[src/common/fil_consts.svh]
// timing counts and codes for the fault indication and log block
`ifndef FIL_CONSTS_SVH
`define FIL_CONSTS_SVH
// clock rate in hertz
`define FIL_CLK_HZ 25000000
// lamp flash rate in hertz
`define FIL_FLASH_HZ 2
// dark pause between bursts in seconds
`define FIL_PAUSE_S 2
// half period of the 2 Hz flash, in cycles
`define FIL_HALF_CYC (`FIL_CLK_HZ / (2 * `FIL_FLASH_HZ))
// number of half periods in the pause
`define FIL_PAUSE_HALVES (2 * `FIL_FLASH_HZ * `FIL_PAUSE_S)
// power-up self check length in half periods
`define FIL_CHECK_HALVES 4
// fault codes, equal to pulse count per burst
`define FIL_CODE_NONE 3'h0
`define FIL_CODE_OVERLOAD 3'h1
`define FIL_CODE_EXTERNAL 3'h2
`define FIL_CODE_OVERVOLT 3'h3
`define FIL_CODE_OVERCUR 3'h4
`define FIL_CODE_OVERTEMP 3'h5
// history depth and keypad view depth
`define FIL_HIST_DEPTH 4
`endif

[src/common/fil_pkg.sv]
// types shared by the fault indication and log block
package fil_pkg;
    // monitor inputs, one bit per fault source
    typedef struct packed {
        logic overload;
        logic external;
        logic overvolt;
        logic overcur;
        logic overtemp;
    } fil_monitor_type;
    // the three indicator lamps
    typedef struct packed {
        logic run;
        logic status;
        logic pattern;
    } fil_lamps_type;
    // acknowledge sources
    typedef struct packed {
        logic forward_run_command;
        logic reverse_run_command;
        logic drive_enable_input;
        logic stop_key;
        logic serial_reset;
    } fil_ack_type;
endpackage

[src/verilog/fil_core.sv]
// fault supervision, lamp indication and fault history
//
// Contract
// - fault stops motor and opens relay
// - fault: status lamp steady, pattern flashes
// - pulses at 2 Hz, two second pause
// - pulse count one to five per fault
// - undervoltage: run off, reds flash together
// - power-up: reds flash, check, then run
// - processor fault: reds steady, latched forever
// - no auto restart; needs fault reset
// - enable level suffices, no edge needed
// - reset by power, enable toggle, stop, serial
// - history newest first, in occurrence order
// - history never cleared, survives defaults
// - keypad sees four newest entries only
// - decimal points mark entry age
`timescale 1ns/1ps
`default_nettype none
`include "fil_consts.svh"
module fil_core
    import fil_pkg::*;
(
    input wire logic clk,
    input wire logic rst,
    input wire fil_monitor_type monitor,
    input wire logic mains_low,
    input wire logic cpu_fault,
    input wire fil_ack_type ack,
    input wire logic browse_start,
    input wire logic up_key,
    output fil_lamps_type lamps,
    output logic motor_run,
    output logic relay_closed,
    output logic [2:0] shown_code,
    output logic [2:0] shown_points,
    output logic points_on
);
    // ****************************************
    // flash timebase
    // ****************************************
    localparam int HALF = `FIL_HALF_CYC;
    logic [23:0] div; // divides clock down to half periods
    logic [23:0] next_div;
    logic tick; // one-cycle pulse each half period
    logic phase; // flash phase, high = lit
    logic next_phase;
    always_comb
    begin
        tick = (div == 24'(HALF - 1));
        next_div = tick ? 24'h000000 : div + 24'h000001;
        next_phase = tick ? ~phase : phase;
    end
    always_ff @(posedge clk)
    begin
        if (rst)
        begin
            div <= 24'h000000;
            phase <= 1'b0;
        end
        else
        begin
            div <= next_div;
            phase <= next_phase;
        end
    end

    // ****************************************
    // fault detect and latch
    // ****************************************
    logic [2:0] raw_code; // highest numbered active monitor
    logic [2:0] code; // latched fault code
    logic [2:0] next_code;
    logic cpu_latched; // processor fault, cleared only by rst
    logic next_cpu;
    logic en_level; // any run or enable level
    logic en_prev;
    logic ack_req; // an acknowledge event this cycle
    logic checking; // power-up check in progress
    logic [2:0] check_cnt;
    logic [2:0] next_check_cnt;
    logic new_fault; // a fresh fault enters the latch
    always_comb
    begin
        raw_code = `FIL_CODE_NONE;
        if (monitor.overload)
            raw_code = `FIL_CODE_OVERLOAD;
        if (monitor.external)
            raw_code = `FIL_CODE_EXTERNAL;
        if (monitor.overvolt)
            raw_code = `FIL_CODE_OVERVOLT;
        if (monitor.overcur)
            raw_code = `FIL_CODE_OVERCUR;
        if (monitor.overtemp)
            raw_code = `FIL_CODE_OVERTEMP;
        en_level = ack.forward_run_command | ack.reverse_run_command
            | ack.drive_enable_input;
        // enable re-applied, stop key or serial reset
        ack_req = (en_level & ~en_prev) | ack.stop_key | ack.serial_reset;
        new_fault = (code == `FIL_CODE_NONE) && (raw_code != `FIL_CODE_NONE);
        next_code = code;
        if (ack_req && raw_code == `FIL_CODE_NONE)
            next_code = `FIL_CODE_NONE;
        // latch holds until acknowledged, set wins
        if (new_fault)
            next_code = raw_code;
        next_cpu = cpu_latched | cpu_fault;
        // check lasts a few half periods after power-up or mains back
        next_check_cnt = check_cnt;
        if (mains_low)
            next_check_cnt = 3'(`FIL_CHECK_HALVES);
        else if (tick && check_cnt != 3'h0)
            next_check_cnt = check_cnt - 3'h1;
        checking = (check_cnt != 3'h0);
    end
    always_ff @(posedge clk)
    begin
        // power cycle is modelled by rst, which clears the latch
        if (rst)
        begin
            code <= `FIL_CODE_NONE;
            cpu_latched <= 1'b0;
            // starts high so a held enable makes no false edge after reset
            en_prev <= 1'b1;
            check_cnt <= 3'(`FIL_CHECK_HALVES);
        end
        else
        begin
            code <= next_code;
            cpu_latched <= next_cpu;
            en_prev <= en_level;
            check_cnt <= next_check_cnt;
        end
    end

    // ****************************************
    // pulse burst generator
    // ****************************************
    typedef enum logic [0:0] {BURST, PAUSE} fil_burst_type;
    fil_burst_type bstate;
    fil_burst_type next_bstate;
    logic [3:0] bcnt; // half periods done in this stage
    logic [3:0] next_bcnt;
    logic pattern_lit; // pattern lamp during a fault
    always_comb
    begin
        next_bstate = bstate;
        next_bcnt = bcnt;
        pattern_lit = 1'b0;
        unique case (bstate)
            BURST:
            begin
                // lit on even half periods, dark on odd ones
                pattern_lit = ~bcnt[0];
                if (tick)
                begin
                    if (bcnt == {code, 1'b0} - 4'h1)
                    begin
                        next_bstate = PAUSE;
                        next_bcnt = 4'h0;
                    end
                    else
                        next_bcnt = bcnt + 4'h1;
                end
            end
            PAUSE:
            begin
                if (tick)
                begin
                    if (bcnt == 4'(`FIL_PAUSE_HALVES - 1))
                    begin
                        next_bstate = BURST;
                        next_bcnt = 4'h0;
                    end
                    else
                        next_bcnt = bcnt + 4'h1;
                end
            end
        endcase
        // restart the pattern cleanly at each new fault
        if (code == `FIL_CODE_NONE)
        begin
            next_bstate = BURST;
            next_bcnt = 4'h0;
            pattern_lit = 1'b0;
        end
    end
    always_ff @(posedge clk)
    begin
        if (rst)
        begin
            bstate <= BURST;
            bcnt <= 4'h0;
        end
        else
        begin
            bstate <= next_bstate;
            bcnt <= next_bcnt;
        end
    end

    // ****************************************
    // lamps, motor and relay
    // ****************************************
    fil_lamps_type next_lamps;
    logic next_run;
    always_comb
    begin
        next_run = 1'b0;
        if (cpu_latched)
            next_lamps = '{run: 1'b0, status: 1'b1, pattern: 1'b1};
        else if (mains_low || checking)
            // reds flash in step; also during check
            next_lamps = '{run: 1'b0, status: phase, pattern: phase};
        else if (code != `FIL_CODE_NONE)
            next_lamps = '{run: 1'b0, status: 1'b1, pattern: pattern_lit};
        else
        begin
            // enable level alone runs the motor
            next_run = en_level;
            // run lamp flashes once check is done
            next_lamps = '{run: phase, status: 1'b0, pattern: 1'b0};
        end
    end
    always_ff @(posedge clk)
    begin
        // any fault drops motor and relay
        if (rst)
        begin
            lamps <= '{run: 1'b0, status: 1'b0, pattern: 1'b0};
            motor_run <= 1'b0;
            relay_closed <= 1'b0;
        end
        else
        begin
            lamps <= next_lamps;
            motor_run <= next_run;
            relay_closed <= ~(cpu_latched | (code != `FIL_CODE_NONE));
        end
    end

    // ****************************************
    // fault history and keypad view
    // ****************************************
    // history has no reset: it is never cleared and survives defaults
    logic [2:0] hist [`FIL_HIST_DEPTH];
    logic [2:0] next_hist [`FIL_HIST_DEPTH];
    logic [1:0] view; // 0 = newest entry
    logic [1:0] next_view;
    always_comb
    begin
        // shift in newest at the head
        next_hist[0] = new_fault ? raw_code : hist[0];
        for (int i = 1; i < `FIL_HIST_DEPTH; i++)
            next_hist[i] = new_fault ? hist[i-1] : hist[i];
        // OK selects history, UP steps older
        next_view = view;
        if (browse_start)
            next_view = 2'h0;
        else if (up_key && view != 2'h3)
            next_view = view + 2'h1;
    end
    always_ff @(posedge clk)
    begin
        for (int i = 0; i < `FIL_HIST_DEPTH; i++)
            hist[i] <= next_hist[i];
    end
    always_ff @(posedge clk)
    begin
        if (rst)
        begin
            view <= 2'h0;
            shown_code <= 3'h0;
            shown_points <= 3'h0;
            points_on <= 1'b0;
        end
        else
        begin
            view <= next_view;
            shown_code <= hist[view];
            // count of rightmost points equals entry age
            shown_points <= (view == 2'h0) ? 3'h0 :
                (view == 2'h1) ? 3'h1 : (view == 2'h2) ? 3'h3 : 3'h7;
            points_on <= phase;
        end
    end
endmodule
`default_nettype wire

[config.mk]
export PLATFORM = sky130hd
export DESIGN_NAME = fil_core
export DESIGN_NICKNAME = d
export VERILOG_FILES = /design/src/common/fil_pkg.sv /design/src/verilog/fil_core.sv
export VERILOG_INCLUDE_DIRS = /design/src /design/src/common
export SDC_FILE = /design/constraint.sdc
export NUM_CORES = 1
export LEC_CHECK = 0
export BUFFER_PORTS_ARGS = -buffer_cell sky130_fd_sc_hd__buf_2
export CAP_MARGIN = 40
export CORE_AREA = 2 2 88 90
export CTS_CLUSTER_DIAMETER = 30
export DETAILED_ROUTE_END_ITERATION = 8
export DIE_AREA = 0 0 90 92
export PLACE_DENSITY = 0.54
export SYNTH_ARGS = -nofsm -noshare
export SYNTH_HDL_FRONTEND = slang
export SYNTH_SLANG_ARGS = --single-unit
[constraint.sdc]
create_clock -name clk -period 2.3 [get_ports clk]
set_clock_uncertainty 0.1 [all_clocks]
set_input_delay 0.23 -clock clk [delete_from_list [all_inputs] [get_ports clk]]
set_output_delay 0.23 -clock clk [all_outputs]
set_load 0.01 [all_outputs]
# == Yosys cells after proc, flatten, opt, wreduce, memory -nomap -nowiden ==
# Memory sizes are Yosys's and may differ from the RTL's. A register that Yosys moved wholly into a read port is not among the register bits.
# Cells that the tools add are included.
# op_classes
add_sub_neg,5
n_eq_ne,9
muxes,28
bitwise,12
n_reduce_logical,20
# op_table
operator,count
3-bit 2-to-1 mux,11
"24-bit by 1-bit adder with 24-bit output, second input constant",1
"24-bit by 23-bit == test with 1-bit output, second input constant",1
4-bit 2-to-1 mux,4
2-bit OR reduction,5
3-bit nonzero test,3
1-bit 2-to-1 mux,8
4-bit one-hot mux with 2 select lines,1
3-bit zero test,2
2-bit 2-to-1 mux,3
"2-bit inequality test, second input constant",3
1-bit OR,6
1-bit inverter,5
"4-bit by 1-bit adder with 4-bit output, second input constant",1
"4-bit by 3-bit == test with 1-bit output, second input constant",1
4-bit == test,1
1-bit logical AND,4
4-bit OR reduction,1
"4-bit by 1-bit subtractor with 4-bit output, second input constant",1
3-bit OR reduction,1
"3-bit by 1-bit subtractor with 3-bit output, second input constant",1
"2-bit by 1-bit adder with 2-bit output, second input constant",1
"2-bit by 1-bit == test with 1-bit output, second input constant",1
"2-bit == test, second input constant",1
other kinds (7),7
# word_totals
ff_bits,49
mem_bits_rw,12
inputBits,16
wordCells,92
memories,1
# memory_table
memory,words,width,read_ports,rd_ports_with_merged_regs,write_ports,line,source
hist,4,3,4,1,4,fil_core.sv:246,logic [2:0] hist [`FIL_HIST_DEPTH];

# == Logic depth before layout (Yosys ltp) ==
# Gate-level depths: netlist of the first run.
# depth
ltp_word,9
ltp_mapped,8

# == Worst setup path after synthesis of the first run ==
# Ideal clock, no wire load.
# synth_path
path_type,register to register
from,register code[0]
to,register bcnt[3]
setup_ps,116
arrival_ps,1786
required_time_ps,2084
setup_slack_ps,298
stages_incl_launch_ff,9
path_buffers,0
cell_sequence,dfxtp_1 > inv_1 > ha_1 > ha_1 > xnor2_1 > nor4b_2 > nor2_1 > and4_2 > a31o_1
# synth_between
elab_chain_cells,5
word_cells_on_any_way,7
# synth_lines
item,line,source
from (decl),fil_core.sv:72,logic [2:0] code;
from (signal assigned),fil_core.sv:121,code <= `FIL_CODE_NONE;
from (signal assigned),fil_core.sv:129,code <= next_code;
4-bit by 1-bit subtractor with 4-bit output,fil_core.sv:157,"if (bcnt == {code, 1'b0} - 4'h1)"
4-bit == test,fil_core.sv:157,
4-bit 2-to-1 mux,fil_core.sv:157,
4-bit 2-to-1 mux,fil_core.sv:155,if (tick)
4-bit one-hot mux with 2 select lines,fil_core.sv:150,unique case (bstate)
to (signal assigned),fil_core.sv:198,bcnt <= next_bcnt;
to (decl),fil_core.sv:142,logic [3:0] bcnt;
# Parallel ways exist; a longest one is shown, timed or not. The select of a mux whose other input is x is not followed.
# A chain may end at the register's enable or synchronous reset.

# == Worst setup path after layout of the first run ==
# Ends and elaborated chain as after synthesis.

==> results of run 1 <==
==> cell families (layout without fill, tap and decap cells) <==
group / count (synthesis) / count (layout) / synth area share
AOI/OAI and AO/OA: 18 / 18 / 0.0501
xor gates and xnor gates: 27 / 27 / 0.0852
adders and majority gates: 10 / 10 / 0.0451
buffers and inverters: 21 / 62 / 0.0379
DFF: 64 / 64 / 0.505
muxes: 7 / 7 / 0.0388
and+or+nand+nor: 125 / 125 / 0.238
==> sequential cells by signal, indices dropped and copies added (netlist names) <==
register / cells
code: 3
en_prev: 1
shown_code: 3
bstate: 1
phase: 1
bcnt: 4
shown_points: 3
lamps: 3
div: 24
motor_run: 1
cpu_latched: 1
view: 2
points_on: 1
relay_closed: 1
hist: 12
check_cnt: 3
==> through the flow <==
stage                     utilization  hold slack, ns  instances  area [sq um]  power, mW
after floorplan                     -           0.207        272          2780       1.50
after global placement          0.406           0.314        397          3020       1.59
after detailed placement        0.406           0.316        397          3020       1.59
after CTS                       0.438         0.00327        415          3260       2.68
after global routing            0.438          0.0143        415          3260       2.77
final                           0.438          0.0185        415          3260       2.64
==> synthesized netlist by cell type, drive strengths merged <==
cell | count | share of area
mux4 | 3 | 0.024
buf | 4 | 0.015
and4b | 1 | 0.0036
nand2b | 4 | 0.0090
and4 | 2 | 0.0068
inv | 14 | 0.019
mux2i | 4 | 0.014
o21bai | 1 | 0.0027
o21ai | 4 | 0.0072
nor4 | 4 | 0.011
nand3 | 15 | 0.027
a21o | 1 | 0.0027
dfxtp | 52 | 0.38
edfxtp | 12 | 0.13
o31a | 1 | 0.0032
nor4b | 3 | 0.019
nor2 | 52 | 0.070
and3 | 6 | 0.014
or2 | 2 | 0.0045
a41oi | 1 | 0.0059
xnor2 | 10 | 0.032
o2bb2ai | 1 | 0.0032
nand2 | 10 | 0.014
or3 | 1 | 0.0023
a22oi | 1 | 0.0027
and2 | 1 | 0.0027
nor3 | 7 | 0.014
nor2b | 7 | 0.016
nor3b | 2 | 0.0054
clkbuf | 3 | 0.0041
ha | 10 | 0.045
a21bo | 1 | 0.0036
a211oi | 2 | 0.0072
nand4 | 8 | 0.018
a31o | 2 | 0.0063
a21oi | 3 | 0.0054
xor2 | 17 | 0.054
==> per-layer routing <==
metal  vias up  GRT usage  wire, um
met5         -          0         0
met4         0     0.0538        59
met3         4     0.0460       177
met2        24      0.205      2170
met1       880      0.161      2320
li1       1003          -         -
==> what timing repair did <==
| action | 4_1_cts | 5_1_grt |
|---|---|---|
| hold buffers | 2 | 0 |
| endpoints found under the hold margin | 3 | 0 |
| endpoints found under the setup margin | 0 | 1 |
==> how the worst max path moves through the flow <==
stage / startpoint / endpoint / slack [ns] / cells past startpoint
6_report: code[0]$_SDFFE_PP0P_ / bcnt[3]$_SDFFE_PP0P_ / 0.22 / 8
5_1_grt: code[0]$_SDFFE_PP0P_ / bcnt[3]$_SDFFE_PP0P_ / 0.02 / 8
4_1_cts: code[0]$_SDFFE_PP0P_ / bcnt[3]$_SDFFE_PP0P_ / 0.17 / 8
3_5_place_dp: code[0]$_SDFFE_PP0P_ / bcnt[3]$_SDFFE_PP0P_ / 0.18 / 8
3_3_place_gp: code[0]$_SDFFE_PP0P_ / bcnt[3]$_SDFFE_PP0P_ / 0.22 / 8
2_1_floorplan: code[0]$_SDFFE_PP0P_ / bcnt[3]$_SDFFE_PP0P_ / 0.30 / 8
==> area by class of cell <==
class                      instances  area, sq um  share of cell area
inverter                          14         52.6              0.0161
timing repair buffer              32          190              0.0583
tap                              102          128              0.0391
multi-input combinational        187         1270               0.389
clock inverter                     3         65.1              0.0199
clock buffer                      13          159              0.0487
sequential                        64         1400               0.429
==> power by group <==
group          internal, mW  switching, mW
clock network         0.669          0.403
registers              1.27         0.0446
logic                 0.114          0.139
==> worst min-delay path, cell delays in order <==
cell and delay (ns):
buf_2 0.08, nor3_1 0.05, nand2b_1 0.06
==> results_dict.tcl, run 1 <==
set metrics [dict create \
    drc_errors 0 \
    rsz0062_at_grt "false" \
    coreArea_sq_um 7450 \
    ys_seq_elements 64 \
    hold_viol 0 \
    syn_to_final_growth_pct 17.6 \
    crit_path_end_kind "flop" \
    setup_ws_ns 0.215 \
    post-route-period-util 0.906 \
    r2r_cells 8 \
    critPathKind "flop to flop" \
    ir_worst_vdd_v 0.000326 \
    worstSetupStartpointType "flop" \
    clk_path_buf_depth 2 \
    ios 28 \
    dpl_worst_slack_ns 0.183 \
    ys_warn_count 0 \
    power.density_nw_per_um2 808 \
    track_usage 0.129 \
    drv_cap 0 \
    synth.net_count 298 \
    drtIter0Drc 43 \
    fmax_ghz 0.480 \
    hold_path_depth 3 \
    drive_gt1_frac 0.192 \
    grt_pass1_vias 1883 \
    path_cells "inv_1 > ha_1 > ha_1 > xnor2_1 > nor4b_2 > nor2_1 > and4_2 > a31o_1" \
    hold_path.class "input port to flop" \
    start_util 0.373 \
    die_w_um 90 \
    cp_common_cell "ha_1" \
    drt-wirelength-per-cell_um 11.4 \
    grt_pass1_wl_um 8550 \
    min_from "ack[2]" \
    core.rowCount 32 \
    dr.pass1.iters 4 \
    synth_cells 272 \
    worst_slew_pin_slew_ns 0.544 \
    layout_common_cells "52 x nor2_1, 52 x dfxtp_1, 27 x buf_2, 17 x xor2_1, 15 x nand3_1" \
    cp.arrival_ns 2.20 \
    cpLargestDelayFamily "simple AND/OR/NAND/NOR gates" \
    cpPeakStageDelay_ns 0.36 \
    cp.required_ns 2.42 \
    antenna_found_initial 0 \
    die_area_sq_um 8280 \
    hold-path-endpoint "en_prev$_SDFF_PP1_" \
    grt_max_degree 25 \
    gr-total-overflow 0 \
    cp_num_buf_inv 1 \
    cts_root_buffer "clkbuf_8" \
    cts_buffers 9 \
    antenna_left 0 \
    cp_max_fo 4 \
    layout.nets 334 \
    detailed_place_hpwl_um 3290 \
    clk_pin_slew_ns 0.07 \
    tns_ns 0 \
    n_fill_cell 749 \
    r2r-start "code[0]$_SDFFE_PP0P_" \
    slew_violations 0 \
    setup_viol 0 \
    syn_area_sq_um 2780 \
    cts_setup_buffers 0 \
    worstSkewPairLatency_ns 0.33 \
    place_congestion 0.751 \
    routed_via_density 4.60 \
    r2r-end "bcnt[3]$_SDFFE_PP0P_" \
    p_leak_nw 1.29 \
    portBuffers 27 \
    cts_resized 0 \
    die-height_um 92 \
    drt_wl_total_um 4740 \
    cts_sinks 64 \
    diodes 0 \
    slew-limit-headroom 0.635 \
    reg2reg_slack_ns 0.22 \
    ys_seq_area_frac 0.505 \
    ys_types 44 \
    crit_path_top_delay_cell "dfxtp_1" \
    cts_tree "done" \
    syn_area_per_cell_sq_um 10.2 \
    vias 1911 \
    period_needed_ns 2.08 \
    cts.htree.levels 3 \
    status "finished clean" \
]
Note: power is estimated with default switching activity, not from simulation.
==> inputs of run 2 (changes only) <==
CORE_AREA = 2 2 112 71   (was 2 2 88 90)
DIE_AREA = 0 0 114 73   (was 0 0 90 92)
PLACE_DENSITY = 0.55   (was 0.54)
==> run 2 against run 1 <==
  * Count of clock-buffer cells in the layout is 1 higher
  * Maximum frequency is 3.9% lower
  * Largest power group is now clock
  * Combinational power is 3% higher
  * Sequential power hardly changed
  * Global-route usage is 0.81 points higher
  * Die area is 0.51% higher
  * Final cell count is 1.7% lower
  * Critical path depth stayed put
  * Routed wire length is 4.1% higher
  * First-iteration DRC count grew to 2.7 times the previous value
  * Final area is 3.3% higher
  * Critical endpoint unchanged
==> results_dict.tcl, run 2 (synthesis results as in run 1) <==
set metrics [dict create \
    status "finished clean" \
    grt_max_degree 25 \
    rsz0062_at_grt "false" \
    grt_pass1_vias 1818 \
    path_cells "inv_1 > ha_1 > ha_1 > xnor2_1 > nor4b_2 > nor2_1 > and4_2 > a31o_1" \
    antenna_left 0 \
    clk_pin_slew_ns 0.05 \
    cpPeakStageDelay_ns 0.42 \
    worstSetupStartpointType "flop" \
    critPathKind "flop to flop" \
    core.rowCount 25 \
    routed_via_density 4.70 \
    cts_buffers 9 \
    power.total_mw 3.07 \
    largest_register_ffs 24 \
    cp_max_fo 4 \
    gr-total-overflow 0 \
    worst_slew_pin_slew_ns 0.536 \
    drc_errors 0 \
    crit_path_top_delay_cell "nor4b_2" \
    hold_slack_ns 0.0276 \
    antenna_found_initial 0 \
    die_w_um 114 \
    coreArea_sq_um 7440 \
    tns_ns 0 \
    cp.arrival_ns 2.28 \
    place_congestion 0.763 \
    cts.htree.levels 3 \
    cts_tree "done" \
    syn_to_final_growth_pct 21.5 \
    portBuffers 27 \
    layout_common_cells "52 x nor2_1, 52 x dfxtp_1, 27 x buf_2, 17 x xor2_1, 15 x nand3_1" \
    detailed_place_hpwl_um 3600 \
    drt-wirelength-per-cell_um 12.1 \
    setup_viol 0 \
    cts_sinks 64 \
    cp.required_ns 2.41 \
    setup_ws_ns 0.130 \
    fin_area_sq_um 3370 \
    vias 1918 \
    drv_cap 0 \
    grt_pass1_wl_um 8640 \
    drive_gt1_frac 0.194 \
    final_cells 408 \
    die-height_um 73 \
    cts_root_buffer "clkbuf_16" \
    dpl_worst_slack_ns 0.137 \
    crit_path_end_kind "flop" \
    layout.nets 335 \
    reg.largest.list "div: 24 flops, hist: 12 flops, bcnt: 4 flops" \
    track_usage 0.138 \
    slew-limit-headroom 0.640 \
    p_leak_nw 1.34 \
    drt_wl_total_um 4930 \
    hold_viol 0 \
    n_fill_cell 703 \
    drtIter0Drc 117 \
    cp_common_cell "ha_1" \
    ir_worst_vdd_v 0.000519 \
    post-route-period-util 0.943 \
    cts_resized 0 \
    fmax_ghz 0.461 \
    ios 28 \
    hold_path.class "input port to flop" \
    clk_path_buf_depth 2 \
    slew_violations 0 \
    dr.pass1.iters 4 \
    start_util 0.373 \
    period_needed_ns 2.17 \
    dpl_cell_area_sq_um 3030 \
    top_register "div" \
    power.density_nw_per_um2 909 \
    place_inst 391 \
    diodes 0 \
    die_area_sq_um 8320 \
    fin_util 0.453 \
    worstSkewPairLatency_ns 0.32 \
]
-- run 2: path summary, 6_finish.rpt --
path	from	cells after the start	to	slack [ns]
setup / recovery	code[0]$_SDFFE_PP0P_	8	bcnt[3]$_SDFFE_PP0P_	0.13
hold / removal	cpu_fault	3	cpu_latched$_SDFF_PP0_	0.03
setup reg to reg	code[0]$_SDFFE_PP0P_	8	bcnt[3]$_SDFFE_PP0P_	0.13
hold reg to reg	hist[2][1]$_DFFE_PP_	0	hist[3][1]$_DFFE_PP_	0.35
-- run 2: per-layer routing --
layer	track usage	up-vias	routed length [um]
li1	-	1006	-
met1	0.199	880	2850
met2	0.178	25	1850
met3	0.0523	7	153
met4	0.0650	0	77
met5	0	-	0
-- run 2: layout make-up --
class,instances,area (sq um),area share
Multi-Input combinational cell,187,1270,0.376
Tap cell,94,118,0.0349
Sequential cell,64,1400,0.416
Clock buffer,14,275,0.0817
Timing Repair Buffer,33,195,0.0579
Clock inverter,2,60.1,0.0178
Inverter,14,52.6,0.0156
-- run 2: report_power, final --
| group | internal [mW] | switching (mW) | leakage [nW] |
|---|---|---|---|
| logic | 0.120 | 0.141 | 0.640 |
| registers | 1.27 | 0.0465 | 0.539 |
| clock network | 1.04 | 0.445 | 0.162 |
-- run 2: timing repair --
action | 4_1_cts | 5_1_grt
endpoints found under the setup margin | 0 | 0
endpoints found under the hold margin | 2 | 0
setup buffers | 0 | 0
hold buffers | 1 | 0
-- run 2: critical path: cells and delay by family (launching register included) --
| kind | cells | cell delay [ns] |
|---|---|---|
| buf+inv | 1 | 0.06 |
| flops | 1 | 0.36 |
| fa+ha+maj | 2 | 0.47 |
| simple gates | 3 | 0.76 |
| xor+xnor | 1 | 0.15 |
| compound gates | 1 | 0.17 |
